`src/hw/pwr_seq_pkg.sv`:
```
/*
 Package for the power on/off and reboot sequencer: timing constants,
 state encoding and the pad/status carriers.
 Assumes a 10 MHz system clock.
*/
package pwr_seq_pkg;

   localparam int unsigned CLK_HZ = 10_000_000;
   localparam int unsigned TOGGLE_MIN_MS = 1000;
   localparam int unsigned REBOOT_MIN_MS = 200;
   localparam int unsigned MS_PER_S = 1000;
   localparam int unsigned TOGGLE_MIN_CYC = (CLK_HZ / MS_PER_S) * TOGGLE_MIN_MS;
   localparam int unsigned REBOOT_MIN_CYC = (CLK_HZ / MS_PER_S) * REBOOT_MIN_MS;
   localparam int unsigned CNT_W = 24;
   localparam logic [CNT_W-1:0] CNT_ZERO = 24'h000000;
   localparam logic [CNT_W-1:0] CNT_ONE = 24'h000001;

   typedef enum logic [2:0]
   {
      ST_OFF = 3'b000,
      ST_ON = 3'b001,
      ST_DETACH = 3'b010,
      ST_REBOOT = 3'b011
   } pwr_state_e;

   // Pads as seen at the device pins, active low, open collector
   typedef struct packed
   {
      logic power_toggle_n;
      logic reboot_n;
   } pads_s;

   // Supply sense inputs
   typedef struct packed
   {
      logic charger_present;
      logic battery_present;
   } supply_s;

endpackage

```
`src/hw/low_pulse_qual.sv`:
```
/*
 Qualifies a synchronised active-low pad: a pulse that stays low for at
 least MIN_CYC cycles gives a one-cycle strobe on its release.
 Assumes the pad input is already synchronised to clk.
*/
module low_pulse_qual
   import pwr_seq_pkg::*;
#(
   parameter int unsigned MIN_CYC = TOGGLE_MIN_CYC
)
(
   // Clock and reset
   input wire logic clk,
   input wire logic nrst,
   // Pad level and result
   input wire logic pad_n,
   output logic released_long
);

   localparam logic [CNT_W-1:0] MIN_CNT = CNT_W'(MIN_CYC);

   logic [CNT_W-1:0] cnt_r;
   logic [CNT_W-1:0] cnt_nxt;
   logic strobe_r;
   logic strobe_nxt;

   always_comb
   begin
      cnt_nxt = cnt_r;
      strobe_nxt = 1'b0;
      if (!pad_n)
      begin
         if (cnt_r < MIN_CNT)
         begin
            cnt_nxt = cnt_r + CNT_ONE;
         end
      end
      else
      begin
         // Short pulses are dropped here
         strobe_nxt = (cnt_r >= MIN_CNT);
         cnt_nxt = CNT_ZERO;
      end
   end

   always_ff @(posedge clk or negedge nrst)
   begin
      if (!nrst)
      begin
         cnt_r <= CNT_ZERO;
         strobe_r <= 1'b0;
      end
      else
      begin
         cnt_r <= cnt_nxt;
         strobe_r <= strobe_nxt;
      end
   end

   assign released_long = strobe_r;

endmodule

```
`src/hw/power_onoff_ctrl.sv`:
```
/*
 Power on/off and unconditional reboot sequencer of the module.
 Assumes host drives the pads open collector; pad inputs come from
 another domain and are synchronised here.
 Pulse minimums count clk cycles, so the defaults assume 10 MHz.
*/
// What this block does
// - Pad held low one second then released powers the module on.
// - Hardware shutdown starts only after the pad is released.
// - Software command or hardware pulse both lead to power-off.
// - A network detach request is sent before any shutdown completes.
// - Power state indicator goes low once fully powered off.
// - Reboot pad low at least 200 ms then released reboots unconditionally.
// - Charger power with battery present powers the module on.
// - Toggle pad is pulled high internally; host drives open collector only.
module power_onoff_ctrl
   import pwr_seq_pkg::*;
#(
   parameter int unsigned TOGGLE_CYC = TOGGLE_MIN_CYC,
   parameter int unsigned REBOOT_CYC = REBOOT_MIN_CYC
)
(
   // Clock and reset
   input wire logic clk,
   input wire logic nrst,
   // Pads and supply sense
   input pads_s pads,
   input supply_s supply,
   // Software shutdown and network detach handshake
   input wire logic sw_shutdown,
   output logic detach_req,
   input wire logic detach_done,
   // Power outputs
   output logic power_state_indicator,
   output logic core_reset_n,
   output logic toggle_pullup_en
);

   pads_s pads_s1_r;
   pads_s pads_s2_r;
   supply_s sup_s1_r;
   supply_s sup_s2_r;
   logic charge_d_r;
   logic charge_nxt;
   logic toggle_ev;
   logic reboot_ev;
   logic charge_rise;
   pwr_state_e state_r;
   pwr_state_e state_nxt;
   logic ind_r;
   logic ind_nxt;
   logic det_r;
   logic det_nxt;
   logic crst_r;
   logic crst_nxt;

   // Core supplied in every state but off
   function automatic logic is_live(input pwr_state_e st);
      return st != ST_OFF;
   endfunction

   // Core out of reset except when off or rebooting
   function automatic logic core_runs(input pwr_state_e st);
      return is_live(st) && (st != ST_REBOOT);
   endfunction

   // Pad synchroniser, idle high like the pulled-up pads
   always_ff @(posedge clk or negedge nrst)
   begin
      if (!nrst)
      begin
         pads_s1_r <= '1;
         pads_s2_r <= '1;
      end
      else
      begin
         pads_s1_r <= pads;
         pads_s2_r <= pads_s1_r;
      end
   end

   // Supply sense synchroniser
   always_ff @(posedge clk or negedge nrst)
   begin
      if (!nrst)
      begin
         sup_s1_r <= '0;
         sup_s2_r <= '0;
      end
      else
      begin
         sup_s1_r <= supply;
         sup_s2_r <= sup_s1_r;
      end
   end

   // Internal pull-up on the toggle pad is always enabled
   assign toggle_pullup_en = 1'b1;

   // Toggle and reboot pulse qualifiers
   low_pulse_qual #(
      .MIN_CYC(TOGGLE_CYC)
   ) u_toggle (
      .clk(clk),
      .nrst(nrst),
      .pad_n(pads_s2_r.power_toggle_n),
      .released_long(toggle_ev)
   );

   low_pulse_qual #(
      .MIN_CYC(REBOOT_CYC)
   ) u_reboot (
      .clk(clk),
      .nrst(nrst),
      .pad_n(pads_s2_r.reboot_n),
      .released_long(reboot_ev)
   );

   assign charge_nxt = sup_s2_r.charger_present & sup_s2_r.battery_present;
   assign charge_rise = charge_nxt & ~charge_d_r;

   // Charger edge detector, idle level matches the synchroniser reset
   always_ff @(posedge clk or negedge nrst)
   begin
      if (!nrst)
      begin
         charge_d_r <= 1'b0;
      end
      else
      begin
         charge_d_r <= charge_nxt;
      end
   end

   // Sequencer transitions
   always_comb
   begin
      state_nxt = state_r;
      case (state_r)
         ST_OFF:
         begin
            if (toggle_ev || charge_rise)
            begin
               state_nxt = ST_ON;
            end
         end
         ST_ON:
         begin
            if (reboot_ev)
            begin
               state_nxt = ST_REBOOT;
            end
            else if (toggle_ev || sw_shutdown)
            begin
               state_nxt = ST_DETACH;
            end
         end
         ST_DETACH:
         begin
            // Off only once the network has the detach
            if (reboot_ev)
            begin
               state_nxt = ST_REBOOT;
            end
            else if (detach_done)
            begin
               state_nxt = ST_OFF;
            end
         end
         ST_REBOOT:
         begin
            // One cycle of core reset, then running again
            state_nxt = ST_ON;
         end
         default:
         begin
            state_nxt = ST_OFF;
         end
      endcase
   end

   always_ff @(posedge clk or negedge nrst)
   begin
      if (!nrst)
      begin
         state_r <= ST_OFF;
      end
      else
      begin
         state_r <= state_nxt;
      end
   end

   // Outputs follow the next state so they change with it
   always_comb
   begin
      ind_nxt = is_live(state_nxt);
      det_nxt = (state_nxt == ST_DETACH);
      crst_nxt = core_runs(state_nxt);
   end

   always_ff @(posedge clk or negedge nrst)
   begin
      if (!nrst)
      begin
         ind_r <= 1'b0;
         det_r <= 1'b0;
         crst_r <= 1'b0;
      end
      else
      begin
         ind_r <= ind_nxt;
         det_r <= det_nxt;
         crst_r <= crst_nxt;
      end
   end

   assign power_state_indicator = ind_r;
   assign detach_req = det_r;
   assign core_reset_n = crst_r;

endmodule

```
`config.mk`:
```
export PLATFORM = sky130hd
export DESIGN_NAME = power_onoff_ctrl
export DESIGN_NICKNAME = d
export VERILOG_FILES = /design/src/hw/pwr_seq_pkg.sv /design/src/hw/low_pulse_qual.sv /design/src/hw/power_onoff_ctrl.sv
export SDC_FILE = /design/constraint.sdc
export NUM_CORES = 1
export LEC_CHECK = 0
export ABC_CLOCK_PERIOD_IN_PS = 2300
export BUFFER_PORTS_ARGS = -buffer_cell sky130_fd_sc_hd__buf_2
export CORE_MARGIN = 2
export CORE_UTILIZATION = 55
export DETAILED_ROUTE_END_ITERATION = 8
export MAX_ROUTING_LAYER = met4
export PLACE_DENSITY_LB_ADDON = 0.12
export SLEW_MARGIN = 20
export SYNTH_ARGS = -nofsm -noshare
export SYNTH_HDL_FRONTEND = slang
export SYNTH_SLANG_ARGS = --single-unit
```
`constraint.sdc`:
```
create_clock -name clk -period 2.3 [get_ports clk]
set_clock_uncertainty 0.15 [all_clocks]
set_input_delay 0.575 -clock clk [delete_from_list [all_inputs] [get_ports clk]]
set_output_delay 0.575 -clock clk [all_outputs]
set_load 0.03 [all_outputs]
```
==> impl_metrics.csv, run 1 <==
group,metric,value,unit
power,p_leak,1.58,nW
global_routing,antenna_found_initial,0,
synth,synth_top_cell_by_area,"dfrtp_1",
routing,dr.pass1.iters,4,
global_routing,track_usage,0.217,
synth,syn_area,3270,um2
placement,dp_slack,0.0126,ns
floorplanning,die_h,81.1,um
timing,fin_ws,0.00287,ns
routing,wl_per_cell,13.8,um
routing,drtIter0Drc,90,
synth,synth.top_cells.by_area,"dfrtp_1 47%, xnor2_1 5.1%, nor2_1 4.9%, dfstp_2 3.2%, mux2_2 3.1%",
synth,yosysUniqueCellTypes,47,
global_routing,grt_pass1_wl,10500,um
synth,netlist_instances,329,
timing,worst_pin_slew,0.551,ns
layout,fillers,504,
clocking,cts_buffers,9,
timing,relSlewSlack,0.633,
synth,async_reset_ff_frac,1.00,
routing,ant_nets,0,
worst_setup_path,ff2ff_path_depth,6,
synth,syn-num-nets,341,
synth,yosys_warnings,0,
synth,synth_flop_cell,"dfrtp_1",
worst_setup_path,critPathBufInv,1,
power,vdd.ir_drop.worst,0.000392,V
placement,dpl_cell_area,3540,um2
worst_setup_path,end_kind,"flip-flop",
clocking,post_cts.repair.setup_buffers,0,
floorplanning,die-area,6580,um2
floorplanning,num_io_pins,12,
power,p_per_area,578,nW/um2
clocking,clk_latency,0.34,ns
global_routing,grt_pass1_vias,2348,
layout,layout_common_cells,"61 x dfrtp_1, 43 x nor2_1, 22 x buf_4, 21 x nand2_1, 19 x xnor2_1",
worst_setup_path,critPathTopFamily,"simple AND/OR/NAND/NOR gates",
timing,rsz0062_at_grt,"true",
clocking,tritoncts,"built",
synth,synth_edf_count,0,
timing,fin_crit,2.30,ns
clocking,clock_path_buffers,2,
synth,ys_ff_latch,65,
timing,setup_violations,0,
routing,vias_per_cell,5.61,
worst_setup_path,slowest_delay,0.54,ns
global_routing,grt_max_degree,66,
timing,hold_viol,0,
layout,nets,373,
worst_setup_path,path_cells,"or4_4 > or3_4 > o221ai_2 > buf_12 > nor4_2 > mux2_4",
worst_setup_path,rr_startpoint,"u_toggle.cnt_r[21]$_DFFE_PN0P_",
clocking,htreeDepth,3,
worst_setup_path,cp-start-kind,"flip-flop",
synth,yosysTopAreaCellShare,0.467,
flow_run,maxCapViolCount,0,
timing,fmax,435,MHz
routing,vias,2473,
routing,drc,0,
worst_setup_path,path_class,"flip-flop to flip-flop",
placement,dp_hpwl,4050,um
worst_hold_path,hp-class,"input pin to async pin",
clocking,root_buffer,"clkbuf_8",
layout,finalInstanceArea,3740,um2
floorplanning,initial_core_util,0.559,
worst_setup_path,arrival,2.38,ns
worst_setup_path,critical_path_required,2.38,ns
timing,slew_viol_final,0,
global_routing,gr-total-overflow,0,
clocking,cts_sinks,65,
floorplanning,core,5850,um2
routing,wl,6100,um
layout,diodes,0,
worst_setup_path,crit_slowest_cell,"or4_4",
timing,post-route-period-util,0.999,
worst_setup_path,critPathMaxFanout,21,
layout,mostFrequentLayoutCell,"dfrtp_1",
placement,gp_congestion,0.813,
timing,holdWs,0.0879,ns
synth,avgSynthCellArea,9.94,um2
synth,ys_seq_area_frac,0.499,
clocking,path_clk_slew,0.07,ns
worst_setup_path,r2r-end,"u_toggle.cnt_r[11]$_DFFE_PN0P_",
timing,tns,0,ns
status,outcome,"finished clean",
worst_setup_path,regToRegSetupSlack,0.003,ns
floorplanning,die_w,81.1,um
floorplanning,std_cell_rows,28,
placement,portBuffers,10,
layout,area_delta_synth_final,14.5,%
power,total_power,2.16,mW
layout,drive_gt1_frac,0.208,
==> cell usage after synthesis (2+ instances only) <==
library cell  instances
ha_1                  4
dfstp_2               4
nor4b_1               4
o21ai_0               7
nor3b_1               3
conb_1                2
dfrtp_1              61
mux2i_1               3
nand2b_1              3
nor3_1               13
nor2b_1              16
nand2_1              21
inv_1                10
mux2_4                2
or4_1                 6
and4_1                4
nand4_1              10
nand3_1              12
a311oi_1              2
a21oi_1              14
xnor2_1              19
and3_1                6
clkbuf_1              9
mux2_2                9
o31ai_1               6
a31o_2                2
or3_1                 6
and2_1                3
nor2_1               43
nor4_1                8
==> flip-flops by register name, indices dropped and copies added, names as in the netlist, 2 cells and up <==
register        count
u_reboot.cnt_r     24
state_r             3
pads_s2_r           2
u_toggle.cnt_r     24
sup_s2_r            2
pads_s1_r           2
sup_s1_r            2
==> report_power, final <==
part | internal (mW) | total (mW) | switching [mW] | leakage (nW)
clock | 0.421 | 0.857 | 0.436 | 0.0826
sequential | 1.17 | 1.20 | 0.0299 | 0.874
combinational | 0.0393 | 0.107 | 0.0676 | 0.622
total | 1.63 | 2.16 | 0.533 | 1.58
==> worst max path at each step <==
stage	slack, ns	startpoint	depth (start not counted)	endpoint
after global routing	-0.06	u_toggle.cnt_r[21]$_DFFE_PN0P_	6	u_toggle.cnt_r[13]$_DFFE_PN0P_
after global placement	0.04	u_toggle.cnt_r[21]$_DFFE_PN0P_	6	u_toggle.cnt_r[11]$_DFFE_PN0P_
after floorplan	0.03	u_toggle.cnt_r[21]$_DFFE_PN0P_	6	u_toggle.cnt_r[16]$_DFFE_PN0P_
after CTS	-0.005	u_toggle.cnt_r[21]$_DFFE_PN0P_	6	u_toggle.cnt_r[11]$_DFFE_PN0P_
final	0.003	u_toggle.cnt_r[21]$_DFFE_PN0P_	6	u_toggle.cnt_r[11]$_DFFE_PN0P_
after detailed placement	0.01	u_toggle.cnt_r[21]$_DFFE_PN0P_	6	u_toggle.cnt_r[17]$_DFFE_PN0P_
==> cell families (layout without fill, tap and decap cells) <==
family / count (synthesis) / count (layout) / synth area share
muxes: 14 / 14 / 0.0493
buffers and inverters: 23 / 60 / 0.0352
and+or+nand+nor: 165 / 165 / 0.275
DFF: 65 / 65 / 0.499
adders and majority gates: 4 / 4 / 0.0153
xor gates and xnor gates: 19 / 19 / 0.0509
AOI/OAI and AO/OA: 37 / 37 / 0.0734
other: 2 / 2 / 0.00230
==> stage by stage <==
step	util	cells
2_1_floorplan	-	329
3_3_place_gp	0.606	425
3_5_place_dp	0.606	425
4_1_cts	0.636	441
5_1_grt	0.640	441
6_report	0.640	441
==> per-layer routing <==
metal / track usage / up-vias / part of all wire / wire length [um]
li1: - / 1230 / - / -
met1: 0.280 / 1196 / 0.47 / 2890
met2: 0.326 / 35 / 0.47 / 2890
met3: 0.0456 / 12 / 0.031 / 187
met4: 0.110 / 0 / 0.022 / 133
met5: - / - / 0 / 0
==> layout make-up <==
cell class	instances	area [um2]	area share
tap	75	93.8	0.0251
clock buffer	12	145	0.0388
clock inverter	4	28.8	0.00768
sequential	65	1630	0.436
timing repair buffer	34	255	0.0682
inverter	10	37.5	0.0100
multi-input combinational	241	1550	0.415
==> repair_timing <==
| item | in CTS | in global routing |
|---|---|---|
| pin swaps | 0 | 0 |
| cloned | 0 | 0 |
| resized for setup | 1 | 4 |
| hold buffers | 0 | 0 |
| endpoints found under the setup margin | 2 | 14 |
Power figures use the tool's default switching activity.
==> run 2: changes to the inputs <==
Settings changed: CORE_UTILIZATION 55 to 56, SYNTH_HIERARCHICAL set to 1.
==> run 2 against run 1 <==
Worst setup slack better by 0.12 ns. Global-route usage increased by 0.63 points. Non-clock buffer count is 12 lower. Power grew 9.7%. Register-to-register slack improved by 0.12 ns. Highest routed layer unchanged. Via count shrank 2.5%. Synthesized area rose by 3.2%. Flip-flop and latch count unchanged. Critical path type unchanged. Count of clock-buffer cells in the layout fell by 1.
==> impl_metrics.csv, run 2 <==
group,metric,value,unit
clocking,post_cts.repair.setup_buffers,0,
synth,yosysUniqueCellTypes,54,
synth,netlist_instances,328,
global_routing,grt_pass1_vias,2394,
clocking,tritoncts,"built",
synth,yosysMostFrequentCell,"dfrtp_1",
layout,layout_common_cells,"61 x dfrtp_1, 50 x nor2_1, 20 x nand4_1, 18 x xor2_1, 18 x xnor2_1",
timing,fin_crit,2.18,ns
status,outcome,"finished clean",
placement,dp_hpwl,4270,um
synth,yosysTopAreaCellShare,0.452,
floorplanning,die_h,81.6,um
routing,vias_per_cell,5.63,
worst_setup_path,r2r-end,"u_toggle/cnt_r[13]$_DFFE_PN0P_",
synth,synth_edf_count,0,
floorplanning,die_w,81.6,um
worst_setup_path,rr_startpoint,"u_toggle/cnt_r[8]$_DFFE_PN0P_",
timing,setup_violations,0,
timing,hold_viol,0,
global_routing,gr-total-overflow,0,
global_routing,track_usage,0.224,
timing,fmax,459,MHz
floorplanning,num_io_pins,12,
timing,holdWs,0.0804,ns
clocking,cts_buffers,9,
layout,top_regs,"u_reboot/cnt_r x24, u_toggle/cnt_r x24, state_r x3",
timing,tns,0,ns
synth,async_reset_ff_frac,1.00,
power,p_leak,1.66,nW
timing,fin_ws,0.121,ns
placement,portBuffers,10,
worst_setup_path,ff2ff_path_depth,6,
floorplanning,die-area,6670,um2
floorplanning,std_cell_rows,28,
power,total_power,2.37,mW
synth,yosys_warnings,6,
synth,synth_top_cell_by_area,"dfrtp_1",
routing,drtIter0Drc,187,
worst_setup_path,regToRegSetupSlack,0.12,ns
worst_setup_path,critical_path_required,2.39,ns
clocking,clock_path_buffers,2,
synth,syn-num-nets,340,
layout,mostFrequentLayoutCell,"dfrtp_1",
floorplanning,core,5890,um2
routing,wl,6430,um
synth,synth.top_cells.by_area,"dfrtp_1 45%, nor2_1 5.6%, xnor2_1 4.7%, xor2_1 4.7%, nand4_1 3.7%",
placement,dp_slack,0.126,ns
synth,ys_ff_latch,65,
clocking,path_clk_slew,0.07,ns
routing,dr.pass1.iters,4,
timing,slew_viol_final,0,
layout,nets,360,
layout,diodes,0,
floorplanning,initial_core_util,0.574,
global_routing,antenna_found_initial,0,
clocking,cts_sinks,65,
synth,synth_flop_cell,"dfrtp_1",
worst_setup_path,end_kind,"flip-flop",
worst_hold_path,hp-class,"input pin to async pin",
routing,drc,0,
layout,drive_gt1_frac,0.184,
clocking,clk_latency,0.35,ns
routing,ant_nets,0,
synth,avgSynthCellArea,10.3,um2
power,vdd.ir_drop.worst,0.000403,V
synth,syn_area,3380,um2
worst_setup_path,critPathMaxFanout,7,
clocking,htreeDepth,3,
layout,fillers,477,
worst_setup_path,arrival,2.27,ns
worst_setup_path,path_class,"flip-flop to flip-flop",
clocking,root_buffer,"clkbuf_8",
worst_setup_path,cp-start-kind,"flip-flop",
routing,wl_per_cell,15.0,um
timing,post-route-period-util,0.948,
synth,synth_commonest_cells,"61 x dfrtp_1, 50 x nor2_1, 20 x nand4_1",
routing,vias,2410,
flow_run,maxCapViolCount,0,
power,p_per_area,627,nW/um2
timing,rsz0062_at_grt,"false",
layout,area_delta_synth_final,12.3,%
synth,ys_seq_area_frac,0.483,
global_routing,grt_pass1_wl,11000,um
placement,gp_congestion,0.853,
global_routing,grt_max_degree,66,
run 2: changes by cell type in the layout (fill, tap and decap cells not counted), moves of 5 or more:
cell | previous run | this run
nor2_1 | 43 | 50
nor3_1 | 12 | 5
or4_1 | 5 | 0
and3_1 | 6 | 13
nor2b_1 | 16 | 8
nand4_1 | 10 | 20
xor2_1 | 0 | 18
a211oi_2 | 0 | 5
mux2_2 | 9 | 1
buf_4 | 22 | 10
run 2: how the worst max path moves through the flow:
stage                                   start                              to  slack [ns]  depth (start not counted)
2_1_floorplan  u_toggle/cnt_r[14]$_DFFE_PN0P_  u_toggle/cnt_r[13]$_DFFE_PN0P_        0.20                          6
3_3_place_gp   u_toggle/cnt_r[17]$_DFFE_PN0P_  u_toggle/cnt_r[20]$_DFFE_PN0P_        0.20                          7
3_5_place_dp   u_toggle/cnt_r[13]$_DFFE_PN0P_  u_toggle/cnt_r[13]$_DFFE_PN0P_        0.13                          6
4_1_cts        u_toggle/cnt_r[13]$_DFFE_PN0P_  u_toggle/cnt_r[13]$_DFFE_PN0P_        0.11                          6
5_1_grt        u_toggle/cnt_r[17]$_DFFE_PN0P_  u_toggle/cnt_r[13]$_DFFE_PN0P_       0.004                          6
6_report        u_toggle/cnt_r[8]$_DFFE_PN0P_  u_toggle/cnt_r[13]$_DFFE_PN0P_        0.12                          6
run 2: layout make-up:
class | instances | area (um2) | share of cell area
clock buffers | 11 | 141 | 0.0373
clock inverters | 5 | 78.8 | 0.0208
inverters | 8 | 30.0 | 0.00792
multi-input cells | 242 | 1660 | 0.437
flip-flops and latches | 65 | 1630 | 0.431
well taps | 75 | 93.8 | 0.0248
repair buffers | 22 | 156 | 0.0413
run 2: timing repair:
item / in CTS / in global routing
setup endpoints to repair: 0 / 3
resized for setup: 0 / 3
hold buffers: 0 / 0
endpoints found under the hold margin: 0 / 0
run 2: logic make-up (layout without fill, tap and decap cells):
family          Yosys count  count (layout)  share of synthesized area
simple gates            159             159                      0.269
xor+xnor                 36              36                     0.0934
flops                    65              65                      0.483
buf+inv                  21              46                     0.0300
fa+ha+maj                 4               4                     0.0148
other cells               2               2                    0.00222
compound gates           37              37                     0.0941
mux                       4               4                     0.0130
run 2: worst max-delay path: stages, from the launching register on:
cell	delay (ns)
dfrtp_1	0.47
and4b_1	0.22
and3_1	0.17
o21ai_1	0.20
nand2_1	0.19
nor4_2	0.32
mux2_2	0.36
run 2: metal layers:
| metal | routed length [um] | global-route usage | vias to the layer above |
|---|---|---|---|
| met1 | 3190 | 0.297 | 1172 |
| met2 | 2940 | 0.333 | 41 |
| met5 | 0 | - | - |
| met4 | 95 | 0.0850 | 0 |
| met3 | 201 | 0.0560 | 9 |
| li1 | - | - | 1188 |
run 2: power by group:
part	internal [mW]	switching [mW]
logic	0.0332	0.0564
registers	1.17	0.0313
clock network	0.638	0.448
run 2: stage by stage:
stage	std cells	cell area, um2	utilization
CTS	428	3770	0.641
floorplan	328	3380	-
finish	428	3790	0.644
detailed placement	412	3550	0.603
global placement	412	3550	0.603
global route	428	3790	0.644
==> run 3: changes to the inputs <==
Settings changed: RECOVER_POWER set to 100.
==> run 3 against run 2 <==
Non-clock buffer count unchanged. Critical path depth unchanged. Flip-flop and latch count unchanged. Die area unchanged. Largest power group unchanged. The run now ends with max-capacitance violations, max-slew violations left. Via count up 0.50%. Maximum frequency up 0.35%. Hold slack better by 0.095 ns. Sequential share of layout area up 1.1 points. Core utilization down 1.6 points. First-iteration DRC count down 2.7%. Clock power about the same.
==> impl_metrics.csv, run 3 (synthesized netlist as in run 2, its figures left out) <==
group,metric,value,unit
status,outcome,"complete, but fails checks",
status,violations,"max-capacitance violations, max-slew violations",
clocking,cts_sinks,65,
timing,slew_viol_final,66,
clocking,post_cts.repair.setup_buffers,0,
layout,utilization,0.628,
worst_setup_path,startpoint,"u_toggle/cnt_r[8]$_DFFE_PN0P_",
routing,drtIter0Drc,182,
worst_hold_path,hp-class,"input pin to flip-flop",
global_routing,antenna_found_initial,0,
global_routing,grt_max_degree,66,
layout,drive_gt1_frac,0.142,
layout,area_delta_synth_final,9.56,%
timing,rsz0062_at_grt,"false",
power,total_power,2.37,mW
timing,post-route-period-util,0.944,
worst_setup_path,ff2ff_path_depth,6,
layout,mostFrequentLayoutCell,"dfrtp_1",
layout,layout_common_cells,"61 x dfrtp_1, 50 x nor2_1, 20 x nand4_1, 18 x xor2_1, 18 x xnor2_1",
timing,holdWs,0.175,ns
layout,nets,360,
floorplanning,num_io_pins,12,
worst_setup_path,arrival,2.26,ns
floorplanning,core,5890,um2
global_routing,grt_pass1_wl,11000,um
routing,drc,0,
floorplanning,die_h,81.6,um
worst_setup_path,critical_path_required,2.39,ns
routing,ant_nets,0,
worst_setup_path,cp-start-kind,"flip-flop",
power,vdd.ir_drop.worst,0.000404,V
routing,dr.pass1.iters,4,
timing,fmax,460,MHz
power,p_leak,1.64,nW
routing,vias_per_cell,5.66,
clocking,htreeDepth,3,
worst_setup_path,critPathCapture,"u_toggle/cnt_r[13]$_DFFE_PN0P_",
placement,portBuffers,10,
layout,top_regs,"u_reboot/cnt_r x24, u_toggle/cnt_r x24, state_r x3",
floorplanning,initial_core_util,0.574,
global_routing,track_usage,0.224,
flow_run,maxCapViolCount,1,
placement,gp_congestion,0.853,
worst_setup_path,critPathMaxFanout,7,
routing,wl,6480,um
clocking,clk_latency,0.35,ns
clocking,tritoncts,"built",
timing,tns,0,ns
worst_setup_path,rr_startpoint,"u_toggle/cnt_r[8]$_DFFE_PN0P_",
timing,worst_pin_slew,1.59,ns
timing,fin_crit,2.17,ns
power,p_per_area,640,nW/um2
clocking,root_buffer,"clkbuf_8",
clocking,path_clk_slew,0.07,ns
timing,setup_violations,0,
global_routing,grt_pass1_vias,2394,
clocking,cts_buffers,9,
placement,dp_hpwl,4270,um
floorplanning,die_w,81.6,um
timing,hold_viol,0,
worst_setup_path,r2r-end,"u_toggle/cnt_r[13]$_DFFE_PN0P_",
worst_setup_path,path_class,"flip-flop to flip-flop",
floorplanning,std_cell_rows,28,
worst_setup_path,regToRegSetupSlack,0.13,ns
timing,relSlewSlack,-0.0615,
routing,wl_per_cell,15.1,um
global_routing,gr-total-overflow,0,
clocking,clock_path_buffers,2,
worst_setup_path,end_kind,"flip-flop",
routing,vias,2422,
layout,diodes,0,
floorplanning,die-area,6670,um2
## run 3: where the power goes
group	switching (mW)	leakage (nW)	internal (mW)
logic	0.0557	0.647	0.0281
clock network	0.447	0.113	0.638
registers	0.0313	0.875	1.17
total	0.534	1.64	1.83
## run 3: repair_timing
item | in CTS | in global routing
endpoints found under the setup margin | 0 | 3
gates resized for setup | 0 | 3
hold buffers | 0 | 0
## run 3: worst min-delay path by stage
| stage | cells after the start | slack [ns] | endpoint | start |
|---|---|---|---|---|
| 3_3_place_gp | 0 | 0.18 | sup_s2_r[0]$_DFF_PN0_ | sup_s1_r[0]$_DFF_PN0_ |
| 6_report | 1 | 0.18 | pads_s1_r[0]$_DFF_PN1_ | pads[0] |
| 3_5_place_dp | 0 | 0.20 | pads_s2_r[1]$_DFF_PN1_ | pads_s1_r[1]$_DFF_PN1_ |
| 5_1_grt | 1 | 0.15 | pads_s1_r[1]$_DFF_PN1_ | pads[1] |
| 2_1_floorplan | 0 | 0.13 | charge_d_r$_DFF_PN0_ | nrst |
| 4_1_cts | 2 | 0.09 | u_toggle/released_long$_DFF_PN0_ | nrst |
## run 3: area by class of cell
cell class / instances / area (um2)
fillers: 494 / 2190
flip-flops and latches: 65 / 1630
multi-input cells: 242 / 1590
clock buffers: 11 / 141
repair buffers: 22 / 129
well taps: 75 / 93.8
clock inverters: 5 / 78.8
inverters: 8 / 30.0
## run 3: stage by stage
stage                     setup slack, ns  area, um2  std cells
after global routing              0.00289       3700        428
after floorplan                     0.205       3380        328
after detailed placement            0.126       3550        412
final                               0.128       3700        428
after global placement              0.204       3550        412
after CTS                           0.108       3770        428
## run 3: critical path, stage by stage, from the launching register on
cell and delay [ns]:
dfrtp_1 0.47, and4b_1 0.22, and3_1 0.17, o21ai_1 0.20, nand2_1 0.19, nor4_2 0.32, mux2_2 0.36
## run 3: layer usage
layer / GRT usage / wire, um / up-vias / part of all wire
li1: - / - / 1184 / -
met1: 0.297 / 3200 / 1188 / 0.49
met2: 0.333 / 2970 / 41 / 0.46
met3: 0.0560 / 218 / 9 / 0.034
met4: 0.0850 / 97 / 0 / 0.015
met5: - / 0 / - / 0
